--- src/design/pfs_pkg.sv ---
// Shared constants and carrier types for the PWM frequency synthesizer
package pfs_pkg;

    // Hardware resolution variants, each with its own reference clock
    typedef enum logic {PFS_RES_ONE, PFS_RES_TWO} pfs_res_type;

    // Clock and reference figures
    localparam int unsigned CLK_HZ          = 125000000;
    localparam int unsigned REF_ONE_HZ      = 60000;
    localparam int unsigned REF_TWO_HZ      = 80000;
    localparam int unsigned FREQ_MIN_HZ     = 10;
    localparam int unsigned FREQ_MAX_FAST   = 20000;
    localparam int unsigned FREQ_MAX_SLOW   = 50;
    localparam int unsigned DUTY_FULL       = 1000;
    localparam int unsigned PIPE_LATENCY    = 4;

    // Reference tick periods in mclk cycles, rounded to nearest
    localparam int unsigned REF_ONE_CYC = (CLK_HZ + REF_ONE_HZ / 2) / REF_ONE_HZ;
    localparam int unsigned REF_TWO_CYC = (CLK_HZ + REF_TWO_HZ / 2) / REF_TWO_HZ;

    // Reset values
    localparam logic [15:0] FREQ_RESET  = 16'h0000;
    localparam logic [9:0]  DUTY_RESET  = 10'h1f4;

    // Request carrier from firmware
    typedef struct packed {
        logic        freqValid;
        logic [15:0] freqHz;
        logic        dutyValid;
        logic [9:0]  dutyPermil;
        logic        modeValid;
        logic        modeOn;
    } pfs_req_type;

    // Divider settings handed to the period generator
    typedef struct packed {
        logic        enable;
        logic [13:0] scalar;
        logic [13:0] highTicks;
    } pfs_cfg_type;

endpackage : pfs_pkg

--- src/design/pfs_period_gen.sv ---
// Reference-tick period counter that drives the output pair, or the standard output when the fast option is not fitted
`timescale 1ns/1ps
module pfs_period_gen
    import pfs_pkg::*;
(
    input  wire logic        mclk,
    input  wire logic        reset,
    input  wire logic        clkEn,
    input  wire logic        refTick,
    input  wire pfs_cfg_type cfg,
    output logic             periodEnd,
    output logic             pwmLevel
);

    typedef struct packed {
        logic [13:0] count;
        pfs_cfg_type live;
        logic        level;
        logic        wrap;
    } pfs_pg_state_type;

    pfs_pg_state_type state_q, state_d;

    // Period runs scalar reference ticks; settings latch on a wrap, or at once when live is off and cfg.enable is set
    always_comb begin
        state_d      = state_q;
        state_d.wrap = 1'b0;
        if (refTick) begin
            if (state_q.count + 14'h0001 >= state_q.live.scalar) begin
                state_d.count = 14'h0000;
                state_d.live  = cfg;
                state_d.wrap  = 1'b1;
            end else begin
                state_d.count = state_q.count + 14'h0001;
            end
            state_d.level = state_d.live.enable && (state_d.count < state_d.live.highTicks);
        end
        if (!state_q.live.enable && cfg.enable) begin
            state_d.live  = cfg;
            state_d.count = 14'h0000;
        end
    end

    always_ff @(posedge mclk) begin
        if (reset) begin
            state_q <= '0;
        end else if (clkEn) begin
            state_q <= state_d;
        end
    end

    assign periodEnd = state_q.wrap;
    assign pwmLevel  = state_q.level;

endmodule : pfs_period_gen

--- src/design/pfs_top.sv ---
// PWM frequency synthesizer top: request capture, divider, output pair
`timescale 1ns/1ps
module pfs_top
    import pfs_pkg::*;
#(
    parameter pfs_res_type RES_TYPE = PFS_RES_ONE,
    parameter bit          FAST_FITTED = 1'b1
) (
    input  wire logic        mclk,
    input  wire logic        reset,
    input  wire logic        clkEn,
    input  wire pfs_req_type req,
    output logic [1:0]       pwmOutputPair,
    output logic             pwmStandardOut,
    output logic             periodStrobe,
    output logic [15:0]      actualFreqHz,
    output logic             reqClamped
);

    // Reference selection is fixed at build time
    localparam logic [16:0] REF_HZ  = (RES_TYPE == PFS_RES_ONE) ?
        17'(REF_ONE_HZ) : 17'(REF_TWO_HZ);
    localparam logic [11:0] REF_CYC = (RES_TYPE == PFS_RES_ONE) ?
        12'(REF_ONE_CYC) : 12'(REF_TWO_CYC);
    localparam logic [15:0] FMAX    = FAST_FITTED ? 16'(FREQ_MAX_FAST) : 16'(FREQ_MAX_SLOW);

    typedef enum logic [1:0] {DIV_IDLE, DIV_RUN, DIV_DONE} pfs_div_type;

    typedef struct packed {
        logic [15:0] freq;
        logic [9:0]  duty;
        logic        modeOn;
        logic        clamped;
        pfs_div_type divState;
        logic [4:0]  divBit;
        logic [17:0] num;
        logic [17:0] rem;
        logic [17:0] quo;
        pfs_cfg_type cfg;
        logic [11:0] refCnt;
        logic        refTick;
        logic [1:0]  pair;
        logic        standard;
        logic        strobe;
        logic [15:0] actual;
        logic [16:0] outNum;
    } pfs_state_type;

    pfs_state_type state_q, state_d;
    logic          genEnd;
    logic          genLevel;
    logic [15:0]   freqLim;
    logic [27:0]   highProd;

    pfs_period_gen u_gen (
        .mclk      (mclk),
        .reset     (reset),
        .clkEn     (clkEn),
        .refTick   (state_q.refTick),
        .cfg       (state_q.cfg),
        .periodEnd (genEnd),
        .pwmLevel  (genLevel)
    );

    // Clamp the request into the range the fitted hardware supports
    always_comb begin
        freqLim = req.freqHz;
        if (req.freqHz > FMAX) begin
            freqLim = FMAX;
        end else if (req.freqHz < 16'(FREQ_MIN_HZ)) begin
            freqLim = 16'(FREQ_MIN_HZ);
        end
    end

    assign highProd = 28'(state_q.quo[13:0]) * 28'(state_q.duty);

    // Capture, restoring divider, reference ticks and output staging
    always_comb begin
        state_d         = state_q;
        state_d.refTick = 1'b0;
        state_d.strobe  = genEnd;
        if (state_q.refCnt == REF_CYC - 12'h001) begin
            state_d.refCnt  = 12'h000;
            state_d.refTick = 1'b1;
        end else begin
            state_d.refCnt = state_q.refCnt + 12'h001;
        end
        if (req.dutyValid) begin
            state_d.duty = (req.dutyPermil > 10'(DUTY_FULL)) ? 10'(DUTY_FULL) : req.dutyPermil;
        end
        if (req.modeValid) begin
            state_d.modeOn = req.modeOn;
        end
        unique case (state_q.divState)
            DIV_IDLE: begin
            end
            DIV_RUN: begin
                // Restoring divide of (ref + f/2) by f gives rounded scalar
                state_d.rem = {state_q.rem[16:0], state_q.num[17]};
                state_d.num = {state_q.num[16:0], 1'b0};
                state_d.quo = {state_q.quo[16:0], 1'b0};
                if ({state_q.rem[16:0], state_q.num[17]} >= 18'(state_q.freq)) begin
                    state_d.rem = {state_q.rem[16:0], state_q.num[17]} - 18'(state_q.freq);
                    state_d.quo = {state_q.quo[16:0], 1'b1};
                end
                state_d.divBit = state_q.divBit - 5'h01;
                if (state_q.divBit == 5'h00) begin
                    state_d.divState = DIV_DONE;
                end
            end
            DIV_DONE: begin
                // Actual output is ref over scalar; staged for next wrap
                state_d.cfg.enable    = state_q.modeOn && (state_q.quo != 18'h0);
                state_d.cfg.scalar    = state_q.quo[13:0];
                state_d.cfg.highTicks = 14'(highProd / 28'(DUTY_FULL));
                state_d.actual        = (state_q.quo == 18'h0) ? 16'h0000 :
                    16'(state_q.outNum / 17'(state_q.quo[13:0]));
                state_d.divState      = DIV_IDLE;
            end
            default: state_d.divState = DIV_IDLE;
        endcase
        // Restage duty or mode; a running divide is never cut short,
        // its own DONE step picks up the new values
        if ((req.dutyValid || req.modeValid) && state_d.divState != DIV_RUN) begin
            state_d.divState = DIV_DONE;
        end
        if (req.freqValid) begin
            state_d.freq     = freqLim;
            state_d.clamped  = (freqLim != req.freqHz);
            state_d.num      = 18'(REF_HZ) + 18'(freqLim >> 1);
            state_d.outNum   = REF_HZ;
            state_d.rem      = 18'h0;
            state_d.quo      = 18'h0;
            state_d.divBit   = 5'h11;
            state_d.divState = DIV_RUN;
        end
        // Fast option feeds the buffered pair; otherwise the standard output
        state_d.pair     = FAST_FITTED ? {genLevel, genLevel} : 2'b00;
        state_d.standard = FAST_FITTED ? 1'b0 : genLevel;
    end

    always_ff @(posedge mclk) begin
        if (reset) begin
            state_q        <= '0;
            state_q.freq   <= FREQ_RESET;
            state_q.duty   <= DUTY_RESET;
            state_q.divState <= DIV_IDLE;
        end else if (clkEn) begin
            state_q <= state_d;
        end
    end

    assign pwmOutputPair  = state_q.pair;
    assign pwmStandardOut = state_q.standard;
    assign periodStrobe   = state_q.strobe;
    assign actualFreqHz   = state_q.actual;
    assign reqClamped     = state_q.clamped;

    // Checks
    a_cap_freq: assert property (@(posedge mclk) disable iff (reset)
        state_q.freq <= FMAX) else $error("frequency above cap");
    a_min_freq: assert property (@(posedge mclk) disable iff (reset)
        clkEn && req.freqValid |=> state_q.freq >= 16'(FREQ_MIN_HZ))
        else $error("frequency below floor");
    a_div_len: assert property (@(posedge mclk) disable iff (reset)
        clkEn && req.freqValid && !req.dutyValid && !req.modeValid
        ##1 (clkEn && !req.freqValid && !req.dutyValid && !req.modeValid)[*8]
        |-> state_q.divState == DIV_RUN) else $error("divider ended early");
    a_ref_tick: assert property (@(posedge mclk) disable iff (reset)
        state_q.refTick |-> state_q.refCnt == 12'h000) else $error("ref tick misplaced");
    a_scalar_ok: assert property (@(posedge mclk) disable iff (reset)
        clkEn && state_q.divState == DIV_DONE && state_q.quo != 18'h0
        |=> state_q.cfg.scalar == $past(state_q.quo[13:0])) else $error("scalar not staged");
    a_duty_fit: assert property (@(posedge mclk) disable iff (reset)
        state_q.cfg.highTicks <= state_q.cfg.scalar) else $error("high beyond period");
    a_pair_same: assert property (@(posedge mclk) disable iff (reset)
        pwmOutputPair[0] == pwmOutputPair[1]) else $error("pair split");
    a_slow_only: assert property (@(posedge mclk) disable iff (reset)
        !FAST_FITTED |-> pwmOutputPair == 2'b00) else $error("pair driven unfitted");
    a_std_zero: assert property (@(posedge mclk) disable iff (reset)
        FAST_FITTED |-> !pwmStandardOut) else $error("standard driven when fitted");

    // Divider is not cut short by a duty or mode strobe
    a_div_restage: assert property (@(posedge mclk) disable iff (reset)
        clkEn && state_q.divState == DIV_RUN && state_q.divBit != 5'h00 && !req.freqValid
        && (req.dutyValid || req.modeValid) |=> state_q.divState == DIV_RUN)
        else $error("divide cut short");

    // Request and result ranges
    a_clamp_flag: assert property (@(posedge mclk) disable iff (reset)
        clkEn && req.freqValid && req.freqHz > FMAX |=> reqClamped)
        else $error("clamp not flagged");
    a_actual_cap: assert property (@(posedge mclk) disable iff (reset)
        actualFreqHz <= FMAX) else $error("actual above cap");
    a_duty_cap: assert property (@(posedge mclk) disable iff (reset)
        state_q.duty <= 10'(DUTY_FULL)) else $error("duty above full");
    a_freq_floor: assert property (@(posedge mclk) disable iff (reset)
        state_q.freq == 16'h0000 || state_q.freq >= 16'(FREQ_MIN_HZ))
        else $error("held frequency below floor");

    // Staging and reference timing
    a_mode_off: assert property (@(posedge mclk) disable iff (reset)
        clkEn && state_q.divState == DIV_DONE && !state_q.modeOn |=> !state_q.cfg.enable)
        else $error("enabled while mode off");
    a_cfg_quiet: assert property (@(posedge mclk) disable iff (reset)
        clkEn && state_q.divState == DIV_IDLE && !req.freqValid && !req.dutyValid
        && !req.modeValid |=> $stable(state_q.cfg)) else $error("cfg changed unasked");
    a_tick_range: assert property (@(posedge mclk) disable iff (reset)
        state_q.refCnt < REF_CYC) else $error("reference count overrun");
    a_strobe_once: assert property (@(posedge mclk) disable iff (reset)
        clkEn && periodStrobe |=> !periodStrobe) else $error("strobe too long");

    c_freq_req: cover property (@(posedge mclk) clkEn && req.freqValid);
    c_wrap: cover property (@(posedge mclk) periodStrobe);
    c_out_high: cover property (@(posedge mclk) pwmOutputPair == 2'b11);
    c_clamped: cover property (@(posedge mclk) reqClamped);

endmodule : pfs_top

--- config.mk ---
export PLATFORM = sky130hd
export DESIGN_NAME = pfs_top
export DESIGN_NICKNAME = d
export VERILOG_FILES = /design/src/design/pfs_pkg.sv /design/src/design/pfs_period_gen.sv /design/src/design/pfs_top.sv
export SDC_FILE = /design/constraint.sdc
export NUM_CORES = 1
export LEC_CHECK = 0
export ABC_AREA = 1
export BUFFER_PORTS_ARGS = -buffer_cell sky130_fd_sc_hd__buf_2
export CORE_ASPECT_RATIO = 0.8
export CORE_MARGIN = 5
export CORE_UTILIZATION = 45
export CTS_BUF_LIST = sky130_fd_sc_hd__clkbuf_4 sky130_fd_sc_hd__clkbuf_8
export DETAILED_ROUTE_END_ITERATION = 10
export SLEW_MARGIN = 40
export SYNTH_ARGS = -nofsm -noshare
export SYNTH_HDL_FRONTEND = slang
export SYNTH_HIERARCHICAL = 1
export SYNTH_SLANG_ARGS = --single-unit
export TNS_END_PERCENT = 50
--- constraint.sdc ---
create_clock -name mclk -period 31.8 [get_ports mclk]
set_input_delay 1.59 -clock mclk [delete_from_list [all_inputs] [get_ports mclk]]
set_output_delay 1.59 -clock mclk [all_outputs]
set_load 0.01 [all_outputs]
==> summary.md <==
| Metric | Value |
|---|---|
| Result of the run | finished, final reports clean |
| Htree depth | 4 |
| Post-route antenna net violation count | 0 |
| Core Box Area | 0.05501 mm² |
| Actual slew at the worst max-slew pin | approximately 0.83 ns |
| TritonCTS buffer count | 17 |
| Highest fanout seen on the critical path | 19 |
| Count of endpoints failing hold in the final timing report | 0 |
| Routability-driven placement congestion ratio | ~0.9 |
| Classification of the worst setup path | register to register |
| Number of search-and-repair iterations in the first detailed-routing pass | 5 |
| Cell row count | a little under 80 |
| Leading cell types by total area after synthesis | dfxtp_1, nand2_1, ha_1, inv_1, fa_1 |
| Final net count | approximately 4,200 |
| CTS tree | yes |
| Library cells used by synthesis | slightly below 80 |
| Main flop type after synthesis | dfxtp_1 |
| Via Count | between 20,000 and 25,000 |
| Startpoint kind of the worst setup timing path | register |
| Dominant cell by count in the synthesized netlist | nand2_1 |
| Sequential standard cell area | 0.003884 mm² |
| Dominant cell type by area after synthesis | dfxtp_1 |
| Worst Hold Class | register to register |
| Die Outline Area | roughly 0.060 mm² |
| Post-synthesis instance area | about 0.025 mm² |
| Area fraction of the dominant cell type after synthesis | 0.1560 |
| Number of vias per cell after detailed routing | 5.032 |
| Via count of the first global-routing pass | 21,460 |
| GRT Total Usage | 0.2131 |
| Period Utilization, post-route | 0.9137 |
| Synthesis-to-finish area growth | 7.375% |
| Final TNS setup | 0 ns |
| CTS root buffer | clkbuf_8 |
| Worst Path Arrival | 29.44 ns |
| Fraction of final layout cells with drive strength greater than 1 | 0.1247 |
| Detailed-route wire length per cell | around 14 µm |
| Normalized max-slew margin | 0.4433 |
| Endpoints failing setup | 0 |
| Number of antenna violations at the first check in global routing | 1 |
| Max Freq | approximately 0.034 GHz |
| Number of warnings issued by yosys | 6 |
| Buffers added on ports | 52 |
| Slew Viols, Final | 0 |
| Largest net degree at the start of global routing | 90 |
| Max-cap violations | 0 |
| Setup slack on the worst flop-to-flop path | roughly 2.7 ns |
| Clock slew at the register clock pins of the worst setup and hold paths | between 0.1 and 0.15 ns |
| Hold Buf Count CTS | 0 |
| Overall die height | around 220 µm |
| Starting Density | 0.4524 |
| Total congestion overflow | 0 |
| Data required time at the worst endpoint | between 30 and 40 ns |
| Sum of net half-perimeters after detailed placement | around 50 mm |
| Number of instances in the synthesized netlist | between 3,000 and 4,000 |
| Total clock sinks | around 190 |
| Cell repeated most along the worst path | nand2_1 |
| I/O pin total | 54 |
| Starting DRC count in detailed routing | 1,489 |
| Drc violations | 0 |
| Post-route minimum period | approximately 29 ns |
| Capturing element type of the critical path | register |
| Clk_skew | ~0.028 ns |
| Sequential cell area fraction in the yosys report | 0.1560 |
| Area occupied by multi-input gates | 0.01816 mm² |
| Die width | 272.9 µm |
| Global-route wire length before repair | ~110 mm |
| Cell types with the highest counts after synthesis | nand2_1, inv_1, a21oi_1 |
| Hold Slack | roughly 0.47 ns |
| Mean cell area of the mapped netlist | 6.481 µm² |
| Largest stage delay, worst path | around 0.35 ns |
| Longest Clk Path Bufs | 2 |
| Cell at the slowest stage of the critical path | ha_1 |
| Number of synthesized register bits | between 150 and 200 |
| Fraction of registers with async set/reset | 0 |
| Drt total wl | roughly 65 mm |
| Count of fill cells added during filler insertion | between 5,000 and 6,000 |
| Clock insertion delay at the later pin of the skew report | 0.53 ns |
| Number of flops mapped to enable cells by yosys | 0 |
-- worst max-delay path: cells and delay by family, from the launching register on --
family / cells / cell delay [ns]
simple gates: 67 / 6.25
flops: 1 / 0.33
fa+ha+maj: 16 / 5.08
buf+inv: 28 / 3.13
compound gates: 92 / 14.15
-- metrics by stage --
step           cell area (µm²)  utilization  instances  setup slack (ns)
2_1_floorplan            24900            -       3842             2.378
3_3_place_gp             25800       0.4689       4556             1.134
3_5_place_dp             25800       0.4691       4556            0.3024
4_1_cts                  26220       0.4767       4588            0.1457
5_1_grt                  26720       0.4858       4623           -0.2202
6_report                 26720       0.4858       4624             2.743
-- sequential cells by signal (all words and copies together), names as in the netlist --
name,flops
u_gen/periodEnd,1
u_gen/pwmLevel,1
reqClamped,1
pwmOutputPair,1
state_q,130
periodStrobe,1
actualFreqHz,16
u_gen/state_q,43
-- timing repair --
action,in CTS,in global routing
buffers inserted,0,31
resized for setup,0,84
endpoints found under the setup margin,0,3
endpoints found under the hold margin,0,0
-- metal layers --
| layer | up-vias | part of all wire | global-route usage |
|---|---|---|---|
| met1 | 10500 | 0.52 | 0.3140 |
| met4 | 2 | 0.010 | 0.03043 |
| met3 | 54 | 0.052 | 0.03231 |
| met5 | - | 0.00011 | 0 |
| met2 | 426 | 0.42 | 0.3393 |
| li1 | 12290 | - | - |
-- logic make-up (layout without fill, tap and decap cells) --
group	after synthesis	after routing	share of synthesized area
AND/OR/NAND/NOR	1627	1628	0.2949
XOR/XNOR	146	146	0.05243
flip-flops	194	194	0.1560
adder cells (fa/ha/maj)	344	344	0.2019
AO/OA/AOI/OAI	736	738	0.1694
buffers and inverters	792	820	0.1252
other	1	4	0.0001507
-- path summary, 6_finish.rpt --
path / cells past startpoint / end / from
worst max-delay path: 203 / actualFreqHz[0] / state_q[92]
worst min register to register: 1 / state_q[133] / state_q[133]
worst min-delay path: 1 / state_q[133] / state_q[133]
worst max register to register: 203 / actualFreqHz[0] / state_q[92]
-- cells in the final DEF, fill, tap and decap left out, drive strengths merged, types with 15 or more instances in the layout --
cell type,count
nor3,40
o211ai,30
dfxtp,194
xnor2,52
o21ai,270
a21o,16
nor2,288
clkbuf,17
buf,120
nand3b,15
nand3,169
o21a,20
nand4,23
o31ai,15
o21bai,31
fa,96
xor2,94
inv,659
clkinv,20
nand2,1048
ha,248
a21oi,302
or2,26
-- final cells by class --
| cell class | instances | share of cell area |
|---|---|---|
| clock inverter | 15 | 0.006836 |
| tap | 750 | 0.03511 |
| clock buffer | 17 | 0.008755 |
| multi-input combinational | 2859 | 0.6795 |
| timing repair inverter | 1 | 0.0002809 |
| sequential | 194 | 0.1453 |
| antenna | 1 | 0.00009364 |
| inverter | 667 | 0.09471 |
| timing repair buffer | 120 | 0.02936 |
Power is left out: the tool's default activity adds up to more than one toggle a clock period on the data nets, which glitch-free logic cannot reach.
